<file path="config.mk">
export PLATFORM = sky130hd
export DESIGN_NAME = pll_mode_and_base_clock_select
export DESIGN_NICKNAME = d
export VERILOG_FILES = /design/src/pll_ctrl_pkg.sv /design/src/pll_mode_and_base_clock_select.sv
export SDC_FILE = /design/constraint.sdc
export NUM_CORES = 1
export LEC_CHECK = 0
export BUFFER_PORTS_ARGS = -buffer_cell sky130_fd_sc_hd__buf_2
export CAP_MARGIN = 20
export CORE_AREA = 2 2 105 107
export DETAILED_ROUTE_END_ITERATION = 10
export DIE_AREA = 0 0 107 109
export GPL_ROUTABILITY_DRIVEN = 0
export GPL_TIMING_DRIVEN = 0
export HOLD_SLACK_MARGIN = 0.15
export PLACE_DENSITY = 0.8
export SLEW_MARGIN = 5
export SYNTH_ARGS = -nofsm -noshare
export SYNTH_HDL_FRONTEND = slang
export SYNTH_SLANG_ARGS = --single-unit
</file>
<file path="constraint.sdc">
create_clock -name pclk -period 3.73 [get_ports pclk]
set_input_delay 0.1865 -clock pclk [delete_from_list [all_inputs] [get_ports pclk]]
set_output_delay 0.1865 -clock pclk [all_outputs]
set_load 0.03 [all_outputs]
</file>
<file path="src/pll_ctrl_pkg.sv">
// Purpose: Shared constants and types for the loop control and base clock selector
// Assumes: 32-bit APB, byte address equals four times the register index
// Notes: Tolerances are counts of feedback edges per measurement window
`default_nettype none
package pll_ctrl_pkg;
   // Register indices and byte addresses
   localparam logic [7:0] IDX_LOOP_CTRL = 8'h1C;
   localparam logic [7:0] IDX_BW_CTRL = 8'h1D;
   localparam logic [7:0] IDX_MULT = 8'h1E;
   localparam logic [7:0] IDX_TOL = 8'h1F;
   localparam logic [9:0] ADDR_LOOP_CTRL = {IDX_LOOP_CTRL, 2'b00};
   localparam logic [9:0] ADDR_BW_CTRL = {IDX_BW_CTRL, 2'b00};
   localparam logic [9:0] ADDR_MULT = {IDX_MULT, 2'b00};
   localparam logic [9:0] ADDR_TOL = {IDX_TOL, 2'b00};
   // Control register fields
   localparam int BIT_IRQ_EN = 7;
   localparam int BIT_CHANGE = 6;
   localparam int BIT_POWER = 5;
   localparam int BIT_BCS = 4;
   localparam logic [3:0] CTRL_UNUSED = 4'hF;
   // Bandwidth register fields
   localparam int BIT_AUTO = 7;
   localparam int BIT_LOCK = 6;
   localparam int BIT_TRACK = 5;
   // Reset values
   localparam logic RST_POWER = 1'b1;
   localparam logic [7:0] RST_MULT = 8'h66;
   localparam logic [15:0] RST_TOL = 16'h4321;
   // Lock detector window in reference edges, and centre frequency
   localparam logic [7:0] REF_WINDOW = 8'h10;
   localparam logic [31:0] NOM_CENTER_HZ = 32'h004B_0000;
   localparam logic [1:0] SWITCH_EDGES = 2'h3;
   // Tolerance windows, each a count difference
   typedef struct packed {
      logic [3:0] unlock;
      logic [3:0] lock;
      logic [3:0] untrack;
      logic [3:0] track;
   } tol_t;
   typedef enum logic {SEL_IDLE, SEL_WAIT} sel_state_t;
endpackage
`default_nettype wire

</file>
<file path="src/pll_mode_and_base_clock_select.sv">
// Purpose: Loop control, lock detection and glitch-free base clock selection
// Assumes: crystal_clock and vco_clock are sampled levels synchronous to pclk
// Notes: Zero-wait free answer is one wait state; all outputs registered
//
// Summary of operation
// - VCO edges pass a modulo-N divider to form the feedback clock.
// - VCO centre frequency equals L times 4.9152 MHz.
// - Phase detector pulses up or down by which edge leads.
// - Lock detector compares feedback and reference rates for mode and lock.
// - Acquisition mode reads tracking select as zero.
// - Tracking whenever not acquiring or tracking select is one.
// - Automatic mode lets the detector switch filter modes itself.
// - Automatic: tracking select read-only, set inside and cleared outside windows.
// - Automatic: settled flag read-only, set inside lock and cleared outside unlock.
// - Automatic: settled toggle raises interrupt when enabled.
// - Manual: software writes tracking select directly.
// - Manual: settled flag disabled and no interrupt.
// - Multiplier register: N in upper nibble, L in lower nibble.
// - N of zero acts as one.
// - L of zero disables loop and forces crystal source.
// - Source change waits three crystal edges, and three VCO edges while the loop is on; output held.
// - Selected source divided by two for the base clock.
// - VCO source refused while loop is off.
// - Loop off refused while VCO selected; no power change with select change.
// - Change flag set on settled toggle, zero in manual, cleared by read.
// - Reset and stop clear base clock select.
`default_nettype none
module pll_mode_and_base_clock_select
   import pll_ctrl_pkg::*;
(
   input wire logic pclk, // Bus clock
   input wire logic presetn, // Async reset, low
   input wire logic clk_en, // Freezes all state when low
   input wire logic psel, // APB select
   input wire logic penable, // APB enable
   input wire logic pwrite, // APB direction
   input wire logic [9:0] paddr, // APB byte address
   input wire logic [31:0] pwdata, // APB write data
   output logic [31:0] prdata, // APB read data
   output logic pready, // APB ready
   output logic pslverr, // APB error on unmapped
   input wire logic crystal_clock, // Sampled crystal clock
   input wire logic vco_clock, // Sampled VCO clock
   input wire logic stop_request, // Stop mode entry
   output logic final_reference_clock, // Buffered reference
   output logic vco_feedback_clock, // Divider wrap pulse
   output logic pump_up, // Correction: speed up
   output logic pump_down, // Correction: slow down
   output logic filter_tracking_mode, // High in tracking mode
   output logic loop_enable, // Loop running
   output logic [31:0] vco_center_hz, // Centre-of-range frequency
   output logic base_clock_out, // Base clock
   output logic loop_irq // Interrupt request
);
   logic loop_irq_enable, loop_change_flag, loop_power_on, base_clock_select;
   logic bw_auto, frequency_settled_flag, filter_tracking_select;
   logic [7:0] mult;
   tol_t tol;
   logic xtal_q, vco_q, xtal_rise, vco_rise;
   logic [3:0] div_cnt, n_eff;
   logic [7:0] ref_cnt, fb_cnt, diff;
   logic lock_toggle, window_end;
   sel_state_t sel_state;
   logic src_sel, eff_sel;
   logic [1:0] xtal_seen, vco_seen;
   logic acc, wr, rd_ctrl, mapped;
   logic [31:0] next_rdata;
   logic next_power, next_bcs, power_ch, bcs_ch;

   // Distance between measured and expected feedback count
   function automatic logic [7:0] abs_diff(input logic [7:0] a, input logic [7:0] b);
      abs_diff = (a > b) ? 8'(a - b) : 8'(b - a);
   endfunction

   // Bus decode
   assign acc = psel && penable && pready;
   assign wr = acc && pwrite;
   assign rd_ctrl = acc && !pwrite && (paddr == ADDR_LOOP_CTRL);
   assign mapped = (paddr == ADDR_LOOP_CTRL) || (paddr == ADDR_BW_CTRL) ||
                   (paddr == ADDR_MULT) || (paddr == ADDR_TOL);
   assign n_eff = (mult[7:4] == 4'h0) ? 4'h1 : mult[7:4];
   assign xtal_rise = crystal_clock && !xtal_q;
   assign vco_rise = vco_clock && !vco_q && loop_enable;
   assign window_end = xtal_rise && (ref_cnt == REF_WINDOW - 8'h01);
   assign diff = abs_diff(fb_cnt, REF_WINDOW);
   assign eff_sel = base_clock_select && (mult[3:0] != 4'h0);

   // Control write protection between power and source select
   always_comb begin
      power_ch = pwdata[BIT_POWER] != loop_power_on;
      bcs_ch = pwdata[BIT_BCS] != base_clock_select;
      next_power = (base_clock_select || bcs_ch) ? loop_power_on : pwdata[BIT_POWER];
      next_bcs = power_ch ? base_clock_select :
                 (pwdata[BIT_BCS] && loop_power_on && (mult[3:0] != 4'h0));
   end

   // Read mux; manual mode hides enable, flag and lock
   always_comb begin
      next_rdata = 32'h0000_0000;
      case (paddr)
         ADDR_LOOP_CTRL: next_rdata[7:0] = {loop_irq_enable && bw_auto, loop_change_flag && bw_auto,
                                            loop_power_on, base_clock_select, CTRL_UNUSED};
         ADDR_BW_CTRL: next_rdata[7:0] = {bw_auto, frequency_settled_flag && bw_auto, filter_tracking_select, 5'h00};
         ADDR_MULT: next_rdata[7:0] = mult;
         ADDR_TOL: next_rdata[15:0] = tol;
         default: next_rdata = 32'h0000_0000;
      endcase
   end

   // APB answer: one wait state so read data comes from a flop
   always_ff @(posedge pclk or negedge presetn) begin
      if (!presetn) begin
         pready <= 1'b0;
         prdata <= 32'h0000_0000;
         pslverr <= 1'b0;
      end else if (clk_en) begin
         pready <= psel && penable && !pready;
         if (psel && penable && !pready) begin
            prdata <= pwrite ? 32'h0000_0000 : next_rdata;
            pslverr <= !mapped;
         end else begin
            pslverr <= 1'b0;
         end
      end
   end

   // Loop control register
   always_ff @(posedge pclk or negedge presetn) begin
      if (!presetn) begin
         loop_irq_enable <= 1'b0;
         loop_power_on <= RST_POWER;
         base_clock_select <= 1'b0;
      end else if (clk_en) begin
         if (stop_request) begin
            base_clock_select <= 1'b0;
         end else if (wr && paddr == ADDR_LOOP_CTRL) begin
            if (bw_auto) begin
               loop_irq_enable <= pwdata[BIT_IRQ_EN];
            end
            loop_power_on <= next_power;
            base_clock_select <= next_bcs;
         end
         if (wr && paddr == ADDR_LOOP_CTRL && stop_request && !base_clock_select) begin
            loop_power_on <= pwdata[BIT_POWER];
         end
      end
   end

   // Change flag: set wins over the clearing read
   always_ff @(posedge pclk or negedge presetn) begin
      if (!presetn) begin
         loop_change_flag <= 1'b0;
      end else if (clk_en) begin
         if (lock_toggle) begin
            loop_change_flag <= 1'b1;
         end else if (rd_ctrl || !bw_auto) begin
            loop_change_flag <= 1'b0;
         end
      end
   end

   // Mode, multiplier and tolerance registers
   always_ff @(posedge pclk or negedge presetn) begin
      if (!presetn) begin
         bw_auto <= 1'b0;
         mult <= RST_MULT;
         tol <= RST_TOL;
      end else if (clk_en && wr) begin
         if (paddr == ADDR_BW_CTRL) begin
            bw_auto <= pwdata[BIT_AUTO];
         end
         if (paddr == ADDR_MULT) begin
            mult <= pwdata[7:0];
         end
         if (paddr == ADDR_TOL) begin
            tol <= pwdata[15:0];
         end
      end
   end

   // Edge samplers, feedback divider and phase detector
   always_ff @(posedge pclk or negedge presetn) begin
      if (!presetn) begin
         xtal_q <= 1'b0;
         vco_q <= 1'b0;
         div_cnt <= 4'h0;
         vco_feedback_clock <= 1'b0;
         final_reference_clock <= 1'b0;
         pump_up <= 1'b0;
         pump_down <= 1'b0;
      end else if (clk_en) begin
         xtal_q <= crystal_clock;
         vco_q <= vco_clock;
         final_reference_clock <= crystal_clock;
         // At or above the end count, so a smaller N never waits for a full wrap
         vco_feedback_clock <= vco_rise && (div_cnt >= n_eff - 4'h1);
         if (!loop_enable) begin
            div_cnt <= 4'h0;
         end else if (vco_rise) begin
            div_cnt <= (div_cnt >= n_eff - 4'h1) ? 4'h0 : 4'(div_cnt + 4'h1);
         end
         // Pulse lasts from leading edge until lagging edge
         if (!loop_enable || (pump_up && vco_feedback_clock) || (pump_down && xtal_rise)) begin
            pump_up <= 1'b0;
            pump_down <= 1'b0;
         end else if (xtal_rise && !vco_feedback_clock && !pump_down) begin
            pump_up <= 1'b1;
         end else if (vco_feedback_clock && !xtal_rise && !pump_up) begin
            pump_down <= 1'b1;
         end
      end
   end

   // Lock detector: feedback edges over a fixed reference window
   always_ff @(posedge pclk or negedge presetn) begin
      if (!presetn) begin
         ref_cnt <= 8'h00;
         fb_cnt <= 8'h00;
         frequency_settled_flag <= 1'b0;
         filter_tracking_select <= 1'b0;
         lock_toggle <= 1'b0;
      end else if (clk_en) begin
         lock_toggle <= 1'b0;
         if (!loop_enable) begin
            ref_cnt <= 8'h00;
            fb_cnt <= 8'h00;
         end else if (window_end) begin
            ref_cnt <= 8'h00;
            fb_cnt <= 8'h00;
         end else begin
            ref_cnt <= xtal_rise ? 8'(ref_cnt + 8'h01) : ref_cnt;
            fb_cnt <= vco_feedback_clock ? 8'(fb_cnt + 8'h01) : fb_cnt;
         end
         if (!bw_auto) begin
            frequency_settled_flag <= 1'b0;
            if (wr && paddr == ADDR_BW_CTRL) begin
               filter_tracking_select <= pwdata[BIT_TRACK];
            end
         end else if (!loop_enable) begin
            lock_toggle <= frequency_settled_flag;
            frequency_settled_flag <= 1'b0;
            filter_tracking_select <= 1'b0;
         end else if (window_end) begin
            if (diff <= {4'h0, tol.track}) begin
               filter_tracking_select <= 1'b1;
            end else if (diff > {4'h0, tol.untrack}) begin
               filter_tracking_select <= 1'b0;
            end
            if (!frequency_settled_flag && diff <= {4'h0, tol.lock}) begin
               frequency_settled_flag <= 1'b1;
               lock_toggle <= 1'b1;
            end else if (frequency_settled_flag && diff > {4'h0, tol.unlock}) begin
               frequency_settled_flag <= 1'b0;
               lock_toggle <= 1'b1;
            end
         end
      end
   end

   // Loop status outputs and interrupt
   always_ff @(posedge pclk or negedge presetn) begin
      if (!presetn) begin
         loop_enable <= 1'b0;
         filter_tracking_mode <= 1'b0;
         vco_center_hz <= 32'h0000_0000;
         loop_irq <= 1'b0;
      end else if (clk_en) begin
         loop_enable <= loop_power_on && (mult[3:0] != 4'h0);
         filter_tracking_mode <= filter_tracking_select;
         vco_center_hz <= 32'(NOM_CENTER_HZ * {28'h0, mult[3:0]});
         loop_irq <= bw_auto && loop_irq_enable && loop_change_flag;
      end
   end

   // Glitch-free switch; output frozen while both clocks are counted
   always_ff @(posedge pclk or negedge presetn) begin
      if (!presetn) begin
         sel_state <= SEL_IDLE;
         src_sel <= 1'b0;
         xtal_seen <= 2'h0;
         vco_seen <= 2'h0;
         base_clock_out <= 1'b0;
      end else if (clk_en) begin
         case (sel_state)
            SEL_IDLE: begin
               xtal_seen <= 2'h0;
               vco_seen <= 2'h0;
               if (eff_sel != src_sel) begin
                  sel_state <= SEL_WAIT;
               end else if (src_sel ? vco_rise : xtal_rise) begin
                  base_clock_out <= !base_clock_out;
               end
            end
            SEL_WAIT: begin
               if (xtal_rise && xtal_seen != SWITCH_EDGES) begin
                  xtal_seen <= 2'(xtal_seen + 2'h1);
               end
               if (vco_rise && vco_seen != SWITCH_EDGES) begin
                  vco_seen <= 2'(vco_seen + 2'h1);
               end
               // A stopped VCO cannot hold the switch forever
               if (xtal_seen == SWITCH_EDGES && (vco_seen == SWITCH_EDGES || !loop_enable)) begin
                  src_sel <= eff_sel;
                  sel_state <= SEL_IDLE;
               end
            end
            default: sel_state <= SEL_IDLE;
         endcase
      end
   end

   // Checks
   property p_divider;
      @(posedge pclk) disable iff (!presetn)
      (clk_en && loop_enable && vco_rise && div_cnt == n_eff - 4'h1) |=> vco_feedback_clock;
   endproperty
   a_divider: assert property (p_divider) else $error("feedback pulse missing");
   property p_n_zero;
      @(posedge pclk) disable iff (!presetn)
      (mult[7:4] == 4'h0) |-> (n_eff == 4'h1);
   endproperty
   a_n_zero: assert property (p_n_zero) else $error("N zero not one");
   property p_l_zero;
      @(posedge pclk) disable iff (!presetn)
      (clk_en && mult[3:0] == 4'h0) |=> !loop_enable && !eff_sel;
   endproperty
   a_l_zero: assert property (p_l_zero) else $error("L zero left loop on");
   property p_vco_needs_power;
      @(posedge pclk) disable iff (!presetn)
      base_clock_select |-> loop_power_on;
   endproperty
   a_vco_needs_power: assert property (p_vco_needs_power) else $error("VCO selected with loop off");
   property p_no_power_off;
      @(posedge pclk) disable iff (!presetn)
      (clk_en && base_clock_select && wr && paddr == ADDR_LOOP_CTRL) |=> loop_power_on;
   endproperty
   a_no_power_off: assert property (p_no_power_off) else $error("loop cleared while VCO selected");
   property p_manual_quiet;
      @(posedge pclk) disable iff (!presetn)
      (clk_en && !bw_auto) [*2] |=> !frequency_settled_flag && !loop_irq;
   endproperty
   a_manual_quiet: assert property (p_manual_quiet) else $error("manual mode lock or irq");
   property p_read_clears;
      @(posedge pclk) disable iff (!presetn)
      (clk_en && rd_ctrl && !lock_toggle) |=> !loop_change_flag;
   endproperty
   a_read_clears: assert property (p_read_clears) else $error("flag survived read");
   property p_stop_clears;
      @(posedge pclk) disable iff (!presetn)
      (clk_en && stop_request) |=> !base_clock_select;
   endproperty
   a_stop_clears: assert property (p_stop_clears) else $error("stop left VCO selected");
   property p_hold;
      @(posedge pclk) disable iff (!presetn)
      (sel_state == SEL_WAIT) |=> $stable(base_clock_out);
   endproperty
   a_hold: assert property (p_hold) else $error("base clock moved in transition");
   property p_pump_exclusive;
      @(posedge pclk) disable iff (!presetn)
      !(pump_up && pump_down);
   endproperty
   a_pump_exclusive: assert property (p_pump_exclusive) else $error("both pump directions active");
   c_lock: cover property (@(posedge pclk) disable iff (!presetn) $rose(frequency_settled_flag));
   c_switch: cover property (@(posedge pclk) disable iff (!presetn) $rose(src_sel));
   c_irq: cover property (@(posedge pclk) disable iff (!presetn) $rose(loop_irq));
   c_pump_down: cover property (@(posedge pclk) disable iff (!presetn) $rose(pump_down));
   c_tracking: cover property (@(posedge pclk) disable iff (!presetn) $rose(filter_tracking_mode));
endmodule
`default_nettype wire

</file>
==> results.md, run 1 <==
- Ports: 125
- Die height: about 110 um
- Die Wd: about 110 um
- RSZ-0062 raised after global routing: no
- CTS root buf: clkbuf_8
- Later-pin clock latency in the skew report: ~370 ps
- Synth Flop Type: dfrtp_1
- Worst-path clk slew: about 90 ps
- Max Slew Vio Count: 0
- Minimum clock period: 3340 ps
- Post-Layout Cell Count: about 850
- Unique masters post-synth: between 60 and 70
- Yosys top cell area share: 0.377
- Post-route cell area: between 6000 and 7000 um^2
- Worst hold path class: in2reg
- Peak supply drop: ~0.21 mV
- Initial antenna violation count: 0
- Share of layout cells above drive strength 1: 0.254
- Routed len/inst: 15.5 um
- P_int: 0.00155 W
- CTS Sinks: between 90 and 100
- Number of setup violations in the final report: 0
- Fmax: 0.299 GHz
- Leak pwr: about 3.4 nW
- Largest net degree at the start of global routing: 50
- Top cells by instance count after synthesis: dfrtp_1, nand2_1, ha_1
- Final Hold Fails: 0
- Tcrit/Tclk final: 0.897
- Reg power frac: 0.513
- Congestion Overflow GR: 0
- Setup bufs post-CTS: 0
- Detailed Routing Iterations Pass 1: 5
- Slew headroom: 0.425
- P_sw: 0.000523 W
- GR Util All Layers: 0.235
- Clk_skew: ~5.7 ps
- GRT busiest layer: met2
- Crit-path max cell delay: ~460 ps
- WHS: 231 ps
- Met2 Use GR: 0.420
- Synth top area cells: dfrtp_1, ha_1, mux2_2
- Max Cap Viol: 0
- Post-DP HPWL: 10.0 mm
- Vias per cell: about 5.5
- Worst Setup End Kind: flop
- Top cell type by total area after synthesis: dfrtp_1
- Syn. warnings: 0
- Initial DRC Count: 289
- Post-Syn Area: ~5700 um^2
- Drt drc: 0
- Core Area: 10,600 um^2
- Post-Route WL: 13.3 mm
- DR vias: approximately 4.7k
- Nets: about 810
- Full die area: approximately 12,000 um^2
- Num rows: 38
- Via count of the first global-routing pass: 4,655
- R2R depth: 13
- Syn_area_per_cell: approximately 10 um^2
- H-tree depth: 3
- CP max stage cell: dfrtp_1
- CP Class: reg2reg
- Post-synth EDFFs: 0
- Met1 usage: 0.278
- Clock share of power: 0.369
- Antenna-violating nets left: 0
- Post-DP Area: approximately 6400 um^2
- Worst Slack Setup Final: 385 ps
- Antenna Cells: 0
- Sw Ratio: 0.252
- Max FO, Critical Path: 6
- Combinational share of power: 0.118
- Clock tree buffer depth: 2
- CTS tree: yes
- DP Worst Slack: about 270 ps
- Share of flip-flops with an asynchronous set or reset: 1.00
- Post-synthesis sequential area ratio: 0.423
- Yosys reg bits: 96
- Worst Path Arrival: between 3000 and 4000 ps
- Most frequent cell after synthesis: dfrtp_1
- Power per Cell Area: a little over 300 nW/um^2
- CTS Buf Count: 9
- CP required: 4040 ps
- Area growth, synth to finish: 19.8%
- Dpl cells: 817
- Port bufs: 70
- Least-Margin Pin Slew: around 850 ps
- Met3 GRT Util: 0.0359
- First-pass GRT wire length: roughly 22 mm
- Status: completed
- Worst Hold Path Cells: 3
- Critical-path cell list: inv_1 -> ha_1 -> and4bb_2 -> o21ai_1 -> nor2_1 -> xor2_1 -> ha_1 -> a211oi_1 -> o21ai_0 -> o21ai_0 -> a41oi_1 -> or4_4 -> nand3_1
- Synth Instances: between 500 and 600
- Setup TNS: 0 ps
- Starting density of the core: 0.539
- Crit start category: flop
cell type report:
type	count	area, um^2
Buffer	55	362
Clock buffer	12	155
Clock inverter	3	65.1
Fill cell	839	3760
Inverter	40	150
Multi-Input combinational cell	415	2920
Sequential cell	96	2410
Tap cell	140	175
Timing Repair Buffer	93	601
layout by cell type (no fill, tap or decap), types with 3 or more instances in the layout:
cell,count
a211oi_1,3
a21o_1,5
a21oi_1,20
a22o_1,17
a22oi_1,3
a31oi_1,5
and2_1,3
and3_1,5
and4_1,3
buf_2,69
buf_4,38
clkbuf_1,14
clkbuf_8,11
conb_1,37
dfrtp_1,86
dfstp_2,10
dlygate4sd3_1,22
ha_1,46
inv_1,40
mux2_2,35
mux2i_1,4
nand2_1,48
nand2b_1,5
nand3_1,18
nand4_1,8
nor2_1,30
nor2b_1,4
nor3_1,9
o211ai_1,4
o21ai_0,40
o2bb2ai_1,3
o31ai_1,3
xnor2_1,10
xor2_1,11
what timing repair did:
action                     in CTS  in global routing
hold buffers                   22                  0
hold endpoints to repair       73                  0
gates resized for setup         0                  1
setup endpoints to repair       0                  2
flip-flops by register name, indices dropped and copies added (netlist names), 2 cells and up:
register       flops
prdata            16
fb_cnt             8
mult               8
ref_cnt            8
xtal_seen          2
div_cnt            4
vco_center_hz     11
tol               16
vco_seen           2
per-layer routing:
layer / vias to the layer above / share of wire
met5: - / 0
met2: 150 / 0.51
met4: 0 / 0.021
met3: 28 / 0.050
met1: 2256 / 0.42
li1: 2224 / -
metrics by stage:
stage	total power [W]	util
floorplan	0.00124	-
global placement	0.00130	0.601
detailed placement	0.00131	0.604
CTS	0.00209	0.645
global route	0.00215	0.645
finish	0.00208	0.645
kinds of logic after synthesis:
kind of cell / share of synthesized area
other: 0.000657
AND/OR/NAND/NOR: 0.128
flip-flops: 0.423
multiplexers: 0.0800
buffers and inverters: 0.0896
XOR/XNOR: 0.0322
AO/OA/AOI/OAI: 0.143
adder cells (fa/ha/maj): 0.104
power groups by stage:
stage / Sequential, W / Clock, W / Combinational, W
floorplan: 0.00111 / 0 / 0.000128
global placement: 0.00108 / 0 / 0.000220
detailed placement: 0.00108 / 0 / 0.000227
CTS: 0.00106 / 0.000779 / 0.000245
global route: 0.00107 / 0.000819 / 0.000265
finish: 0.00106 / 0.000767 / 0.000245
worst paths after layout:
kind / endpoint / slack, ps / from
min in group asynchronous: ref_cnt[5]$_DFFE_PN0P_ / 380 / presetn
max in group asynchronous: mult[2]$_DFFE_PN1P_ / 2640 / presetn
hold / removal: vco_feedback_clock$_DFFE_PN0P_ / 230 / clk_en
setup reg to reg: lock_toggle$_DFFE_PN0P_ / 390 / fb_cnt[0]$_DFFE_PN0P_
setup / recovery: lock_toggle$_DFFE_PN0P_ / 390 / fb_cnt[0]$_DFFE_PN0P_
hold reg to reg: base_clock_out$_DFFE_PN0P_ / 470 / base_clock_out$_DFFE_PN0P_
critical path, delay by kind of cell (launching register included):
family	cells	cell delay [ps]
xor+xnor	1	340
fa+ha+maj	2	590
buf+inv	1	190
compound gates	5	820
simple gates	4	880
flops	1	460
(Power assumes the default switching activity.)
==> run 2: changes to the inputs <==
Settings changed: CELL_PAD_IN_SITES_DETAIL_PLACEMENT set to 0, CELL_PAD_IN_SITES_GLOBAL_PLACEMENT set to 1, CORE_AREA 2 2 105 107 to 2 2 120 122, DIE_AREA 0 0 107 109 to 0 0 122 124, PLACE_DENSITY 0.8 to unset, PLACE_DENSITY_LB_ADDON set to 0.1, RECOVER_POWER set to 50.
==> run 2 against run 1 <==
The run now ends with max-capacitance violations, max-slew violations left. Combinational power shrank 2%. Cell area is 0.64% higher. Clock-buffer cell count is the same. Highest routed layer unchanged.
==> results.md, run 2 (synthesis results as in run 1) <==
- Worst Hold Path Cells: 2
- Combinational share of power: 0.108
- Area growth, synth to finish: 20.6%
- Share of layout cells above drive strength 1: 0.203
- R2R depth: 13
- Critical-path cell list: inv_1 -> ha_1 -> and4bb_2 -> o21ai_0 -> nor2_1 -> xor2_1 -> ha_1 -> a211oi_1 -> o21ai_0 -> o21ai_0 -> a41oi_1 -> or4_4 -> nand3_1
- Post-Route WL: around 14 mm
- Critical R2R Launch: fb_cnt[0]$_DFFE_PN0P_
- Starting density of the core: 0.416
- Detailed Routing Iterations Pass 1: 4
- Drt drc: 0
- Peak supply drop: between 0.15 and 0.2 mV
- Status: finished with violations
- Failing checks: max-capacitance violations, max-slew violations
- Via count of the first global-routing pass: around 4.3k
- CP required: roughly 4000 ps
- CTS root buf: clkbuf_16
- Fmax: about 0.29 GHz
- Power per Cell Area: about 320 nW/um^2
- Crit start category: flop
- First-pass GRT wire length: ~22 mm
- CTS Sinks: 96
- Antenna-violating nets left: 0
- Port bufs: 70
- Leak pwr: ~3.3 nW
- Clock tree buffer depth: 2
- Max FO, Critical Path: 6
- Filler instances: ~1.3k
- H-tree depth: 3
- Antenna Cells: 0
- Minimum clock period: approximately 3400 ps
- Reg2reg setup slack: between 300 and 400 ps
- Num rows: 43
- GR Util All Layers: 0.189
- Clock share of power: 0.413
- Crit-path max cell delay: about 460 ps
- Setup bufs post-CTS: 0
- Tcrit/Tclk final: 0.918
- CTS tree: yes
- Die height: ~120 um
- Max Slew Vio Count: 44
- Clk_skew: between 10 and 15 ps
- Nets: approximately 810
- Later-pin clock latency in the skew report: about 350 ps
- Initial DRC Count: approximately 190
- Initial antenna violation count: 0
- CP max stage cell: dfrtp_1
- Worst r2r dst: lock_toggle$_DFFE_PN0P_
- Post-layout util: 0.502
- Sw Ratio: 0.261
- P_sw: roughly 0.00058 W
- Ports: ~130
- HP Start: pwdata[7]
- Least-Margin Pin Slew: 2410 ps
- Setup TNS: 0 ps
- Hold endpoint: mult[7]$_DFFE_PN0P_
- Critical path origin: fb_cnt[0]$_DFFE_PN0P_
- Most frequent cells in the layout: dfrtp_1, clkbuf_1, nand2_1
- Reg power frac: 0.480
- DP Worst Slack: around 320 ps
- DR vias: 4,465
- Core Area: about 14,000 um^2
- Post-DP HPWL: around 10 mm
- Vias per cell: between 4 and 5
- Final Hold Fails: 0
- RSZ-0062 raised after global routing: no
- Worst Setup End Kind: flop
- Worst hold path class: in2reg
- Largest net degree at the start of global routing: between 50 and 60
- WHS: 171 ps
- Hold_buf cts: 21
- Worst Path Arrival: about 3700 ps
- Max Cap Viol: 1
- Full die area: around 15,000 um^2
- CTS Buf Count: 9
- Worst-path clk slew: 70 ps
- Die Wd: 122 um
- Congestion Overflow GR: 0
- P_int: approximately 0.0016 W
- Routed len/inst: between 15 and 20 um
- Worst Slack Setup Final: 308 ps
- CP Class: reg2reg
- Largest regs: prdata x16, tol x16, vco_center_hz x11
- Number of setup violations in the final report: 0
- Slew headroom: -0.606
- Most frequent CP cell: o21ai_0
- Most common cell after layout, fill and taps aside: dfrtp_1
- Post-cts sizing count: 0
==> run 2: power by group through the flow <==
stage	combinational (W)	clock [W]	sequential (W)
floorplan	0.000128	0	0.00111
global placement	0.000225	0	0.00108
detailed placement	0.000231	0	0.00108
CTS	0.000247	0.000934	0.00107
global route	0.000262	0.000972	0.00107
finish	0.000239	0.000917	0.00107
==> run 2: how the worst max path moves through the flow <==
stage | to | slack, ps
6_report | lock_toggle$_DFFE_PN0P_ | 310
5_1_grt | lock_toggle$_DFFE_PN0P_ | 0.2
4_1_cts | lock_toggle$_DFFE_PN0P_ | 250
3_5_place_dp | lock_toggle$_DFFE_PN0P_ | 320
3_3_place_gp | lock_toggle$_DFFE_PN0P_ | 310
2_1_floorplan | lock_toggle$_DFFE_PN0P_ | 850
==> run 2: layout make-up <==
type,count,area (um^2),share of cell area
clock inverter,4,27.5,0.00400
tap,180,225,0.0327
inverter,40,150,0.0218
clock buffer,12,267,0.0387
multi-input combinational,415,2920,0.424
timing repair buffer,92,520,0.0756
buffer,55,362,0.0525
sequential,96,2410,0.351
==> run 2: per-layer routing <==
metal / vias to the layer above / wire length [um] / track usage
met5: - / 0 / 0
met4: 0 / 189 / 0.0596
met3: 14 / 666 / 0.0353
met2: 92 / 6370 / 0.309
met1: 2132 / 6280 / 0.254
li1: 2227 / - / -
==> run 2: critical path, delay by kind of cell (launching register included) <==
| kind | cells | cell delay, ps |
|---|---|---|
| fa+ha+maj | 2 | 580 |
| buf+inv | 1 | 190 |
| xor+xnor | 1 | 350 |
| simple gates | 4 | 890 |
| compound gates | 5 | 890 |
| flops | 1 | 460 |
==> run 2: through the flow <==
step,cell area [um^2],power [W],cells
2_1_floorplan,5850,0.00124,606
3_3_place_gp,6420,0.00131,856
3_5_place_dp,6450,0.00132,857
4_1_cts,6960,0.00225,894
5_1_grt,6890,0.00230,894
6_report,6890,0.00222,894
